===== src/hdl/out_channel_consts.vh =====
// Register offsets, field positions and reset values of the output channel divider.
`ifndef OUT_CHANNEL_CONSTS_VH
`define OUT_CHANNEL_CONSTS_VH

// ----------------------------------------
// Register offsets
// ----------------------------------------
`define ADDR_CH2_OUTPUT_CONTROL 10'h198
`define ADDR_CH3_CYCLE_COUNTS 10'h199
`define ADDR_CH3_DIVIDER_CONTROL 10'h19a
`define ADDR_CH3_OUTPUT_CONTROL 10'h19b
`define ADDR_CLK_INPUT_CONTROL 10'h1e1

// ----------------------------------------
// Field positions
// ----------------------------------------
`define CNT_LOW_MSB 7
`define CNT_LOW_LSB 4
`define CNT_HIGH_MSB 3
`define CNT_HIGH_LSB 0
`define DCTL_BYPASS 7
`define DCTL_IGNORE_SYNC 6
`define DCTL_FORCE_HIGH 5
`define DCTL_START_HIGH 4
`define DCTL_PHASE_MSB 3
`define DCTL_PHASE_LSB 0
`define OCTL_POWER_DOWN 2
`define OCTL_DIRECT 1
`define OCTL_DUTY_CORR_OFF 0
`define CLKIN_VCO_DIV_BYPASS 0

// ----------------------------------------
// Reset values
// ----------------------------------------
`define RST_CYCLE_COUNTS 8'h00
`define RST_DIVIDER_CONTROL 8'h00
`define RST_OUTPUT_CONTROL 8'h00
`define RST_CLK_INPUT_CONTROL 8'h00

`endif


===== src/hdl/divider_core.v =====
// Counter core that shapes the divided clock from input clock edges.
`timescale 1ns/100ps
`include "out_channel_consts.vh"

module divider_core #(
    parameter CW = 4
) (
    // Clock and reset
    input wire i_clk_sys,
    input wire i_nrst,
    // Control
    input wire i_in_edge,
    input wire i_sync_hold,
    input wire [CW-1:0] i_low_cycles,
    input wire [CW-1:0] i_high_cycles,
    input wire [CW-1:0] i_phase,
    input wire i_start_high,
    // Divided level
    output reg o_div_level
);

reg [CW-1:0] cnt_r;
reg [CW-1:0] phase_r;

// ----------------------------------------
// Divider
// ----------------------------------------
always @(posedge i_clk_sys) begin
    if (!i_nrst) begin
        cnt_r <= {CW{1'b0}};
        phase_r <= {CW{1'b0}};
        o_div_level <= 1'b0;
    end else if (i_sync_hold) begin
        // Held at the start level until sync is released.
        cnt_r <= {CW{1'b0}};
        phase_r <= i_phase;
        o_div_level <= i_start_high;
    end else if (i_in_edge) begin
        if (phase_r != {CW{1'b0}}) begin
            phase_r <= phase_r - 1'b1;
        end else if (cnt_r == (o_div_level ? i_high_cycles : i_low_cycles)) begin
            // Each half lasts its count plus one input cycles.
            cnt_r <= {CW{1'b0}};
            o_div_level <= ~o_div_level;
        end else begin
            cnt_r <= cnt_r + 1'b1;
        end
    end
end

endmodule


===== src/hdl/output_channel_divider.v =====
// Channel 3 divider, output routing and configuration registers.
//
// Behaviour
// Output stays low for low-cycles field plus one input cycles; reset zero.
// Output stays high for high-cycles field plus one input cycles; reset zero.
// Bypass bit powers down divider and passes input clock to output.
// Divider obeys sync unless the ignore-sync bit is set.
// With ignore-sync set, output is static: low, or start-high level if forced.
// Force bit has no effect while divider is bypassed.
// Start-high bit selects the level the divider output begins at.
// Four-bit phase offset delays divider start; resets to zero.
// Channel power-down puts all three outputs into safe power-down.
// Direct bit routes input clock to outputs unless VCO divider bypassed.
// Channel correction-disable bit clear enables duty cycle correction.
// Preceding channel's bit 0 likewise controls its duty cycle correction.
// VCO-divider bypass bit selects use or bypass; gates direct routing.
// After sync, restart at start level after phase offset; period is sum.
`timescale 1ns/100ps
`include "out_channel_consts.vh"

module output_channel_divider #(
    parameter AW = 10,
    parameter CW = 4
) (
    // Clock and reset
    input wire i_clk_sys,
    input wire i_nrst,
    // Serial control port register access
    input wire i_reg_wr,
    input wire i_reg_rd,
    input wire [AW-1:0] i_reg_addr,
    input wire [7:0] i_reg_wdata,
    output reg [7:0] o_reg_rdata,
    output reg o_reg_rvalid,
    // Distribution clock and chip-level sync pins
    input wire i_dist_clk,
    input wire i_sync_n,
    // Channel outputs
    output reg o_group3_first_output,
    output reg o_group3_second_output,
    output reg o_group3_third_output,
    output reg o_group3_power_down,
    output reg o_duty_cycle_correction_en,
    output reg o_ch2_duty_cycle_correction_en,
    output reg o_vco_divider_bypass
);

reg [7:0] cycle_counts_r;
reg [7:0] divider_control_r;
reg [2:0] output_control_r;
reg ch2_duty_corr_off_r;
reg vco_div_bypass_r;
reg [1:0] clk_sync_r;
reg [1:0] sync_sync_r;
reg clk_prev_r;
reg out_nxt;
wire in_level;
wire in_edge;
wire sync_active;
wire div_level;
wire bypass;
wire ignore_sync;
wire direct;
wire [4:0] reg_sel;

// ----------------------------------------
// Address decode
// ----------------------------------------
// One select is shared by the write and the read path, so both always agree
// on the register map and an unmapped address selects nothing at all.
localparam [4:0] SEL_CH2_CTL = 5'h01;
localparam [4:0] SEL_COUNTS = 5'h02;
localparam [4:0] SEL_DIV_CTL = 5'h04;
localparam [4:0] SEL_OUT_CTL = 5'h08;
localparam [4:0] SEL_CLKIN = 5'h10;

function [4:0] reg_select;
    input [AW-1:0] addr;
    begin
        case (addr)
            `ADDR_CH2_OUTPUT_CONTROL: reg_select = SEL_CH2_CTL;
            `ADDR_CH3_CYCLE_COUNTS: reg_select = SEL_COUNTS;
            `ADDR_CH3_DIVIDER_CONTROL: reg_select = SEL_DIV_CTL;
            `ADDR_CH3_OUTPUT_CONTROL: reg_select = SEL_OUT_CTL;
            `ADDR_CLK_INPUT_CONTROL: reg_select = SEL_CLKIN;
            default: reg_select = 5'h00;
        endcase
    end
endfunction

assign reg_sel = reg_select(i_reg_addr);

// ----------------------------------------
// Pin synchronisers
// ----------------------------------------
// The distribution clock is treated as a level sampled here, so it must run
// well below half of the system clock rate for edges not to be lost.
always @(posedge i_clk_sys) begin
    if (!i_nrst) begin
        clk_sync_r <= 2'b00;
        sync_sync_r <= 2'b11;
        clk_prev_r <= 1'b0;
    end else begin
        clk_sync_r <= {clk_sync_r[0], i_dist_clk};
        sync_sync_r <= {sync_sync_r[0], i_sync_n};
        clk_prev_r <= clk_sync_r[1];
    end
end

assign in_level = clk_sync_r[1];
assign in_edge = clk_sync_r[1] & ~clk_prev_r;
assign bypass = divider_control_r[`DCTL_BYPASS];
assign ignore_sync = divider_control_r[`DCTL_IGNORE_SYNC];
assign direct = output_control_r[`OCTL_DIRECT] & ~vco_div_bypass_r; // see R10
assign sync_active = ~sync_sync_r[1] & ~ignore_sync;

// ----------------------------------------
// Register writes
// ----------------------------------------
always @(posedge i_clk_sys) begin
    if (!i_nrst) begin
        cycle_counts_r <= `RST_CYCLE_COUNTS; // see R1
        divider_control_r <= `RST_DIVIDER_CONTROL;
        output_control_r <= 3'b000;
        ch2_duty_corr_off_r <= 1'b0;
        vco_div_bypass_r <= 1'b0;
    end else if (i_reg_wr) begin
        case (reg_sel)
            SEL_CH2_CTL: begin
                ch2_duty_corr_off_r <= i_reg_wdata[`OCTL_DUTY_CORR_OFF];
            end
            SEL_COUNTS: begin
                cycle_counts_r <= i_reg_wdata;
            end
            SEL_DIV_CTL: begin
                divider_control_r <= i_reg_wdata;
            end
            SEL_OUT_CTL: begin
                output_control_r <= i_reg_wdata[2:0];
            end
            SEL_CLKIN: begin
                vco_div_bypass_r <= i_reg_wdata[`CLKIN_VCO_DIV_BYPASS];
            end
            default: begin
            end
        endcase
    end
end

// ----------------------------------------
// Register reads
// ----------------------------------------
// Unused bits and unmapped addresses read as zero.
always @(posedge i_clk_sys) begin
    if (!i_nrst) begin
        o_reg_rdata <= 8'h00;
        o_reg_rvalid <= 1'b0;
    end else begin
        o_reg_rvalid <= i_reg_rd;
        if (i_reg_rd) begin
            case (reg_sel)
                SEL_CH2_CTL: o_reg_rdata <= {7'h00, ch2_duty_corr_off_r};
                SEL_COUNTS: o_reg_rdata <= cycle_counts_r;
                SEL_DIV_CTL: o_reg_rdata <= divider_control_r;
                SEL_OUT_CTL: o_reg_rdata <= {5'h00, output_control_r};
                SEL_CLKIN: o_reg_rdata <= {7'h00, vco_div_bypass_r};
                default: o_reg_rdata <= 8'h00;
            endcase
        end
    end
end

// ----------------------------------------
// Divider
// ----------------------------------------
divider_core #(
    .CW(CW)
) u_divider_core (
    .i_clk_sys(i_clk_sys),
    .i_nrst(i_nrst),
    .i_in_edge(in_edge),
    .i_sync_hold(sync_active | bypass), // see R3
    .i_low_cycles(cycle_counts_r[`CNT_LOW_MSB:`CNT_LOW_LSB]),
    .i_high_cycles(cycle_counts_r[`CNT_HIGH_MSB:`CNT_HIGH_LSB]),
    .i_phase(divider_control_r[`DCTL_PHASE_MSB:`DCTL_PHASE_LSB]),
    .i_start_high(divider_control_r[`DCTL_START_HIGH]),
    .o_div_level(div_level)
);

// ----------------------------------------
// Output routing
// ----------------------------------------
always @* begin
    if (output_control_r[`OCTL_POWER_DOWN]) begin
        out_nxt = 1'b0;
    end else if (direct || bypass) begin
        // Force is not honoured here; driver polarity is downstream.
        out_nxt = in_level;
    end else if (ignore_sync) begin
        out_nxt = divider_control_r[`DCTL_FORCE_HIGH] &
                  divider_control_r[`DCTL_START_HIGH];
    end else begin
        out_nxt = div_level;
    end
end

always @(posedge i_clk_sys) begin
    if (!i_nrst) begin
        o_group3_first_output <= 1'b0;
        o_group3_second_output <= 1'b0;
        o_group3_third_output <= 1'b0;
        o_group3_power_down <= 1'b0;
        o_duty_cycle_correction_en <= 1'b1;
        o_ch2_duty_cycle_correction_en <= 1'b1;
        o_vco_divider_bypass <= 1'b0;
    end else begin
        o_group3_first_output <= out_nxt;
        o_group3_second_output <= out_nxt;
        o_group3_third_output <= out_nxt;
        o_group3_power_down <= output_control_r[`OCTL_POWER_DOWN];
        o_duty_cycle_correction_en <= ~output_control_r[`OCTL_DUTY_CORR_OFF];
        o_ch2_duty_cycle_correction_en <= ~ch2_duty_corr_off_r;
        o_vco_divider_bypass <= vco_div_bypass_r;
    end
end

endmodule


===== config.mk =====
export PLATFORM = sky130hd
export DESIGN_NAME = output_channel_divider
export DESIGN_NICKNAME = d
export VERILOG_FILES = /design/src/hdl/divider_core.v /design/src/hdl/output_channel_divider.v
export VERILOG_INCLUDE_DIRS = /design/src /design/src/hdl
export SDC_FILE = /design/constraint.sdc
export NUM_CORES = 1
export LEC_CHECK = 0
export ABC_AREA = 1
export BUFFER_PORTS_ARGS = -buffer_cell sky130_fd_sc_hd__buf_4
export CAP_MARGIN = 15
export CORE_MARGIN = 5
export CORE_UTILIZATION = 50
export DETAILED_ROUTE_END_ITERATION = 6
export GPL_TIMING_DRIVEN = 0
export PLACE_DENSITY = 0.72
export SLEW_MARGIN = 20
export SYNTH_ARGS = -nofsm -noshare
export SYNTH_HDL_FRONTEND = slang
export SYNTH_SLANG_ARGS = --single-unit
export TNS_END_PERCENT = 5

===== constraint.sdc =====
create_clock -name i_clk_sys -period 1.82 [get_ports i_clk_sys]
set_input_delay 0.273 -clock i_clk_sys [delete_from_list [all_inputs] [get_ports i_clk_sys]]
set_output_delay 0.273 -clock i_clk_sys [all_outputs]
set_load 0.02 [all_outputs]

==> results of run 1 <==
[cell type report]
| cell class | instances | area (µm²) | share of cell area (%) |
|---|---|---|---|
| clock buffer | 7 | 86.3 | 3.12 |
| buffer | 12 | 63.8 | 2.30 |
| timing repair buffer | 39 | 293 | 10.6 |
| inverter | 45 | 174 | 6.28 |
| sequential | 49 | 981 | 35.4 |
| multi-input combinational | 224 | 1080 | 38.9 |
| tap | 52 | 65.1 | 2.35 |
| clock inverter | 1 | 30.0 | 1.08 |
[worst max-delay path: cells and delay by family, from the launching register on]
kind            cells  cell delay [ps]
buf+inv             1               90
simple gates        6              830
flops               1              320
compound gates      1               60
fa+ha+maj           1              200
[layer usage]
| metal | global-route usage [%] | share of wire, % | vias up | routed length, µm |
|---|---|---|---|---|
| met5 | 0 | 0 | - | 0 |
| met4 | 6.19 | 1.3 | 0 | 72 |
| met3 | 3.13 | 4.7 | 8 | 272 |
| met2 | 32.1 | 48 | 43 | 2780 |
| met1 | 25.6 | 46 | 1042 | 2630 |
| li1 | - | - | 1159 | - |
[state kept, by name (all words and copies together) (netlist names), 2 cells and up]
signal                  flops
cycle_counts_r              8
divider_control_r           8
sync_sync_r                 2
u_divider_core.cnt_r        4
clk_sync_r                  2
o_reg_rdata                 8
u_divider_core.phase_r      4
output_control_r            3
[worst max-delay path by stage]
stage                                           startpoint                                 endpoint  cells after the start
floorplan           u_divider_core.phase_r[0]$_SDFFE_PN0P_  u_divider_core.o_div_level$_SDFFE_PN0P_                     11
global placement    u_divider_core.phase_r[0]$_SDFFE_PN0P_     u_divider_core.cnt_r[0]$_SDFFE_PP0P_                      9
detailed placement  u_divider_core.phase_r[0]$_SDFFE_PN0P_     u_divider_core.cnt_r[0]$_SDFFE_PP0P_                      9
CTS                 u_divider_core.phase_r[0]$_SDFFE_PN0P_     u_divider_core.cnt_r[0]$_SDFFE_PP0P_                      9
global route        u_divider_core.phase_r[0]$_SDFFE_PN0P_     u_divider_core.cnt_r[1]$_SDFFE_PP0P_                      9
finish              u_divider_core.phase_r[0]$_SDFFE_PN0P_     u_divider_core.cnt_r[0]$_SDFFE_PP0P_                      9
[cells in the final DEF, fill, tap and decap left out]
cell type	n
nand3_1	24
inv_2	2
o21ai_1	1
clkbuf_2	1
or2_2	2
nor3_1	3
nand3_4	1
nor2_1	22
inv_1	42
buf_4	41
o21ai_0	14
nor3_2	1
bufinv_16	1
nor4_2	1
a21oi_2	1
nor4_1	1
nor2_4	1
clkbuf_8	6
buf_2	2
clkinv_4	1
xor2_1	4
and2_1	1
dfxtp_1	49
a31oi_1	4
o211ai_1	2
nand4_1	17
nand2_1	94
a21oi_1	28
clkbuf_1	5
buf_6	1
buf_1	2
ha_1	2
[power by group]
| group | switching (mW) | internal [mW] |
|---|---|---|
| clock | 0.352 | 0.448 |
| combinational | 0.124 | 0.0785 |
| sequential | 0.00847 | 1.09 |
| total | 0.485 | 1.61 |
[through the flow]
stage | hold WS (ps) | setup slack, ps | std cells
2_1_floorplan | 371 | 416 | 330
3_3_place_gp | 391 | 117 | 421
3_5_place_dp | 393 | 95.1 | 421
4_1_cts | 144 | 62.2 | 429
5_1_grt | 155 | 4.72 | 429
6_report | 152 | 209 | 429
[repair_timing]
action | in CTS | in global routing
setup endpoints to repair | 0 | 5
resized for setup | 0 | 2
buffers inserted | 0 | 0
[kinds of logic (layout without fill, tap and decap cells)]
group                      Yosys count  after routing  synth area share [%]
and+or+nand+nor                    168            168                  32.6
buffers and inverters               57            104                  10.4
AOI/OAI and AO/OA                   50             50                  11.5
DFF                                 49             49                  42.9
xor gates and xnor gates             4              4                  1.53
adders and majority gates            2              2                  1.09
==> flow_summary.ini, run 1 <==
[sta]
max_clock_freq_mhz = 621
rsz0062_at_grt = false
final-max-slew-violation-count = 0
tightest_slew_ps = 627
fin_crit_sh_pct = 88.5
finClkSkew_ps = 7.90
period_minus_slack_ps = 1610
finalSetupViolations = 0
fin_tns_setup_ps = 0
slew_headroom_pct = 57.9
finalHoldViolCount = 0

[critical_path]
reg2regPathDepth = 9
critPathKind = flop to flop
cpPeakStageDelay_ps = 320
critPathMostFrequentCell = nand3_1
worst_ep_required_time_ps = 2010
crit_arrival_ps = 1800
r2r_end = u_divider_core.cnt_r[0]$_SDFFE_PP0P_
crit_chain = inv_1 -> ha_1 -> nand3_1 -> nor2_4 -> nand2_1 -> nor2_1 -> nand3_1 -> nand3_1 -> a21oi_1
r2r_slack_ps = 210
critPathSlowestCell = dfxtp_1
endpoint_kind = flop
cp_max_fo = 5
start_kind = flop
rr_startpoint = u_divider_core.phase_r[0]$_SDFFE_PN0P_

[die]
dieArea_um2 = 6030
fp.dieH_um = 77.7
start_util_pct = 52.2
die_x_um = 77.7
fp-row-count = 24
core_area_um2 = 4380
io_pins = 40

[final_layout]
drive_above_1_share_pct = 16.4
fin_area_um2 = 2770
n_antenna_cell = 0
utilization_pct = 63.2
nNetsFinal = 402
num-fill-cells = 411
syn2layout_area_growth_pct = 21.0

[hold_path]
min_to = clk_sync_r[0]$_SDFF_PN0_
hold_depth = 3
hold_start = i_dist_clk
hold_path_class = input pin to flop

[yosys]
syn_inst = 330
synth_top_area_cell = dfxtp_1
yosys-top-cells-count = nand2_1 (94), dfxtp_1 (49), inv_1 (42), a21oi_1 (28), nand3_1 (24)
synthTopCellsByArea = dfxtp_1 (43%), nand2_1 (15%), inv_1 (6.9%)
synth_top_area_share_pct = 42.9
ys_ff_latch = 49
ys.flop_type = dfxtp_1
seq_area_frac_synth_pct = 42.9
syn_area_per_cell_um2 = 6.93
synth_edf_count = 0
yosysMostFrequentCell = nand2_1
netlist_area_um2 = 2290
yosysUniqueCellTypes = 29
syn_nets = 356
yosysWarnings = 0
ys_async_sr_fraction_pct = 0

[drt]
dr.pass1.iters = 4
drtIter0Drc = 159
routed_via_density = 5.25
drc = 0
dr_total_vias = 2252
wl_per_cell_um = 13.4
ant_nets = 0
routed_wirelength_um = 5760

[global_routing]
antenna_found_initial = 0
grt.overflow.total = 0
grt_pass1_vias = 2065
grt_pass1_wl_um = 9480
grt_max_degree = 15
grt_usage_pct = 19.3

[placement]
place_area_um2 = 2650
port_buffers = 39
post-dp-hpwl_um = 4450
gp_congestion = 0.875

[pwr]
finalPower_mw = 2.10
p_per_area_nw_per_um2 = 757
vdd_ir_drop_max_mv = 0.418
leakage_nw = 1.19

[run_status]
status = finished, final reports clean

[clocking]
cts_buffers = 5
hold_buffers = 0
numClockSinks = 49
h-tree-depth = 2
cts_tree = built
clk_pin_slew_worst_paths_ps = 90
clk_latency_ps = 310
clk_path_buf_depth = 2
cts_root_buffer = clkbuf_8

[run]
drv_cap = 0
(Power assumes the default switching activity.)
==> inputs of run 2 (changes only) <==
Clock period 1.82 ns to 1.9 ns, I/O delays scaled along.
==> run 2 against run 1 <==
Effect of this change:
- sequential share of layout area increased by 0.064 points
- final cell count unchanged
- wire length shrank 0.14%
- combinational power down 5%
- die area unchanged
- global-route usage is the same
- non-clock buffer count unchanged
- setup slack better by 28 ps
- register-to-register slack improved by 30 ps
- first-iteration DRC count is 18% higher
- clock-buffer cell count unchanged
==> flow_summary.ini, run 2 (synthesis gave the netlist of run 1 again) <==
[pwr]
p_per_area_nw_per_um2 = 725
leakage_nw = 1.19
finalPower_mw = 2.01
vdd_ir_drop_max_mv = 0.400

[global_routing]
grt_usage_pct = 19.3
grt_pass1_vias = 2065
antenna_found_initial = 0
grt_max_degree = 15
grt.overflow.total = 0
grt_pass1_wl_um = 9480

[run]
drv_cap = 0

[critical_path]
critPathMostFrequentCell = nand3_1
rr_startpoint = u_divider_core.phase_r[0]$_SDFFE_PN0P_
crit_start = u_divider_core.phase_r[0]$_SDFFE_PN0P_
reg2regPathDepth = 9
cp_max_fo = 5
r2r_slack_ps = 240
critPathKind = flop to flop
endpoint_kind = flop
crit_chain = inv_1 -> ha_1 -> nand3_1 -> nor2_2 -> nand2_1 -> nor2_1 -> nand3_1 -> nand3_1 -> a21oi_1
crit_arrival_ps = 1850
cpPeakStageDelay_ps = 320
start_kind = flop
crit_end = u_divider_core.cnt_r[0]$_SDFFE_PP0P_
worst_ep_required_time_ps = 2090
critPathSlowestCell = dfxtp_1
r2r_end = u_divider_core.cnt_r[0]$_SDFFE_PP0P_

[drt]
routed_wirelength_um = 5750
ant_nets = 0
dr_total_vias = 2257
routed_via_density = 5.26
dr.pass1.iters = 4
wl_per_cell_um = 13.4
drc = 0
drtIter0Drc = 187

[hold_path]
hold_path_class = input pin to flop
hold_depth = 2

[final_layout]
syn2layout_area_growth_pct = 20.8
multiInputGateArea_um2 = 1070
final_common_cell = nand2_1
reg.largest.list = cycle_counts_r: 8 flops, divider_control_r: 8 flops, o_reg_rdata: 8 flops
seq_area_um2 = 981
num-fill-cells = 412
final_cell_mix = nand2_1 (94), dfxtp_1 (49), inv_1 (42)
n_antenna_cell = 0
drive_above_1_share_pct = 16.4
nNetsFinal = 402

[clocking]
cts_tree = built
clk_path_buf_depth = 2
cts_root_buffer = clkbuf_8
clk_latency_ps = 310
clk_pin_slew_worst_paths_ps = 90
h-tree-depth = 2
cts_buffers = 5
numClockSinks = 49
hold_buffers = 0

[die]
io_pins = 40
start_util_pct = 52.2
core_area_um2 = 4380
fp-row-count = 24
dieArea_um2 = 6030
die_x_um = 77.7
fp.dieH_um = 77.7

[sta]
tightest_slew_ps = 599
hold_slack_ps = 163
fin_tns_setup_ps = 0
fin_crit_sh_pct = 87.6
finClkSkew_ps = 9.11
rsz0062_at_grt = false
period_minus_slack_ps = 1660
max_clock_freq_mhz = 601
final-max-slew-violation-count = 0
finalHoldViolCount = 0
finalSetupViolations = 0
slew_headroom_pct = 59.7

[run_status]
status = finished, final reports clean

[placement]
port_buffers = 39
post-dp-hpwl_um = 4450
gp_congestion = 0.875
## run 2: changes by cell type in the layout (fill, tap and decap cells not counted)
| cell | delta |
|---|---|
| nor2_4 | -1 |
| nor2_2 | +1 |
## run 2: area by class of cell
type,instances,share of cell area [%]
timing repair buffer,39,10.6
inverter,45,6.29
clock inverter,1,1.09
tap,52,2.35
clock buffer,7,3.12
buffer,12,2.31
multi-input combinational,224,38.8
sequential,49,35.5
## run 2: where the power goes
group | switching [mW] | internal [mW] | leakage, nW
clock network | 0.336 | 0.429 | 0.0585
registers | 0.00816 | 1.04 | 0.397
logic | 0.118 | 0.0748 | 0.736
## run 2: what timing repair did
item,in CTS,in global routing
gates resized for setup,0,1
setup buffers,0,0
setup endpoints to repair,0,5
## run 2: worst max-delay path, delay by kind of cell (launching register included)
kind | cells | cell delay, ps
simple gates | 6 | 880
flops | 1 | 320
fa+ha+maj | 1 | 200
buf+inv | 1 | 90
compound gates | 1 | 60
## run 2: routing by layer
metal | vias up | track usage (%) | share of wire [%]
met2 | 48 | 32.1 | 49
met4 | 0 | 6.19 | 1.3
met1 | 1043 | 25.6 | 45
met3 | 7 | 3.13 | 4.8
li1 | 1159 | - | -
met5 | - | 0 | 0
## run 2: worst min-delay path by stage
stage	startpoint	slack (ps)	to
6_report	i_sync_n	160	sync_sync_r[0]$_SDFF_PN1_
5_1_grt	i_sync_n	170	sync_sync_r[0]$_SDFF_PN1_
3_3_place_gp	ch2_duty_corr_off_r$_SDFFE_PN0P_	390	o_ch2_duty_cycle_correction_en$_SDFF_PN1_
4_1_cts	i_dist_clk	160	clk_sync_r[0]$_SDFF_PN0_
3_5_place_dp	output_control_r[0]$_SDFFE_PN0P_	390	o_duty_cycle_correction_en$_SDFF_PN1_
2_1_floorplan	ch2_duty_corr_off_r$_SDFFE_PN0P_	370	o_ch2_duty_cycle_correction_en$_SDFF_PN1_
## run 2: stage by stage
stage	utilization [%]	instances	area (µm²)	worst slack (ps)
after detailed placement	60.4	421	2650	175
final	63.1	429	2770	236
after global routing	63.1	429	2770	47.3
after CTS	63.0	429	2760	142
after global placement	60.4	421	2650	197
after floorplan	-	330	2290	496
==> inputs of run 3 (changes only) <==
Settings changed: CORE_UTILIZATION 50 to 40, PLACE_DENSITY 0.72 to unset.
==> run 3 against run 2 <==
Effect of this change:
- sequential power is essentially flat
- hold slack got worse by 7.7 ps
- final cell count up 4.7%
- largest cell class unchanged
==> flow_summary.ini, run 3 (synthesis gave the netlist of run 1 again) <==
[run_status]
status = finished, final reports clean

[placement]
gp_congestion = 0.864
post-dp-hpwl_um = 4470
port_buffers = 39
dp_cells = 441

[die]
core_area_um2 = 5540
io_pins = 40
dieArea_um2 = 7330
fp-row-count = 27
fp.dieH_um = 85.6
start_util_pct = 41.3
die_x_um = 85.6

[global_routing]
grt.overflow.total = 0
grt_usage_pct = 16.5
gr-usage-met3_pct = 4.61
grt_pass1_wl_um = 9670
grt_pass1_vias = 2104
grt_max_degree = 16
met2_usage_pct = 26.8
antenna_found_initial = 0
grt.busiest_layer = met2
use_met1_pct = 21.8

[hold_path]
hold_start = i_dist_clk
hold_path_class = input pin to flop

[critical_path]
endpoint_kind = flop
worst_ep_required_time_ps = 2100
cp_max_fo = 5
rr_startpoint = u_divider_core.phase_r[0]$_SDFFE_PN0P_
crit_start = u_divider_core.phase_r[0]$_SDFFE_PN0P_
crit_arrival_ps = 1810
start_kind = flop
critPathKind = flop to flop

[pwr]
p_clk_share_pct = 41.5
p_switching_uw = 474
swShare_pct = 22.5
p_per_area_nw_per_um2 = 752
seqPwrFrac_pct = 49.6
leakage_nw = 1.20
vdd_ir_drop_max_mv = 0.548
combPwrFrac_pct = 8.9
power.internal_mw = 1.64

[final_layout]
utilization_pct = 50.7
nNetsFinal = 402
reg.largest.list = cycle_counts_r: 8 flops, divider_control_r: 8 flops, o_reg_rdata: 8 flops
final_common_cell = nand2_1
final_cell_mix = nand2_1 (94), dfxtp_1 (49), inv_1 (42)
syn2layout_area_growth_pct = 22.7
instances_no_fill = 449
n_antenna_cell = 0
drive_above_1_share_pct = 16.7

[sta]
final-max-slew-violation-count = 0
finalSetupViolations = 0
tightest_slew_ps = 580
fin_crit_sh_pct = 84.9
slew_headroom_pct = 61.0
finalHoldViolCount = 0
rsz0062_at_grt = false
fin_tns_setup_ps = 0
finClkSkew_ps = 6.03
max_clock_freq_mhz = 620
hold_slack_ps = 155
period_minus_slack_ps = 1610

[clocking]
cts_buffers = 5
clk_pin_slew_worst_paths_ps = 90
hold_buffers = 0
cts_root_buffer = clkbuf_8
clk_path_buf_depth = 2
h-tree-depth = 2
numClockSinks = 49
clk_latency_ps = 300
cts_tree = built

[drt]
dr.pass1.iters = 4
ant_nets = 0
dr_total_vias = 2212
wl_per_cell_um = 12.7
routed_wirelength_um = 5680
drc = 0
drtIter0Drc = 109
routed_via_density = 4.93

[run]
drv_cap = 0
==> run 3: changes by cell type in the layout (fill, tap and decap cells not counted), sizes merged <==
cell / before / now
bufinv: 1 / 2
clkbuf: 12 / 10
clkinv: 1 / 2
==> run 3: cell type report <==
type / count / area (µm²)
fill: 594 / 2730
multi-input combinational: 224 / 1070
clock inverter: 3 / 65.1
inverter: 45 / 174
sequential: 49 / 981
timing repair buffer: 39 / 293
tap: 72 / 90.1
buffer: 12 / 63.8
clock buffer: 5 / 68.8
==> run 3: critical path, stage by stage (launching register included) <==
cell,delay (ps)
dfxtp_1,320
inv_1,90
ha_1,180
nand3_1,140
nor2_2,220
nand2_1,90
nor2_1,140
nand3_1,110
nand3_1,170
a21oi_1,60
==> run 3: metal layers <==
metal | part of all wire [%] | wire length (µm) | up-vias
met3 | 3.8 | 215 | 6
met4 | 1.1 | 61 | 0
li1 | - | - | 1162
met1 | 48 | 2740 | 1002
met2 | 47 | 2670 | 42
met5 | 0 | 0 | -
==> run 3: worst paths after layout <==
path / to / slack [ps] / cells past startpoint
hold reg to reg: o_ch2_duty_cycle_correction_en$_SDFF_PN1_ / 420 / 1
setup reg to reg: u_divider_core.cnt_r[0]$_SDFFE_PP0P_ / 290 / 9
hold / removal: clk_sync_r[0]$_SDFF_PN0_ / 160 / 3
setup / recovery: u_divider_core.cnt_r[0]$_SDFFE_PP0P_ / 290 / 9
==> run 3: metrics by stage <==
step	worst slack [ps]	area, µm²	total power, mW
final	287	2810	2.11
after detailed placement	204	2670	1.26
after CTS	195	2810	2.13
after global routing	35.5	2810	2.21
after floorplan	496	2290	1.17
after global placement	174	2670	1.26
==> run 3: timing repair <==
action | 4_1_cts | 5_1_grt
buffers inserted | 0 | 0
hold endpoints to repair | 0 | 0
setup endpoints to repair | 0 | 5
gates resized for setup | 0 | 1
==> run 3: power by group through the flow <==
stage               sequential, mW  clock [mW]  combinational, mW
finish                        1.05       0.876              0.188
global route                  1.05       0.943              0.213
floorplan                     1.07           0              0.101
CTS                           1.05       0.893              0.188
global placement              1.07           0              0.187
detailed placement            1.07           0              0.188
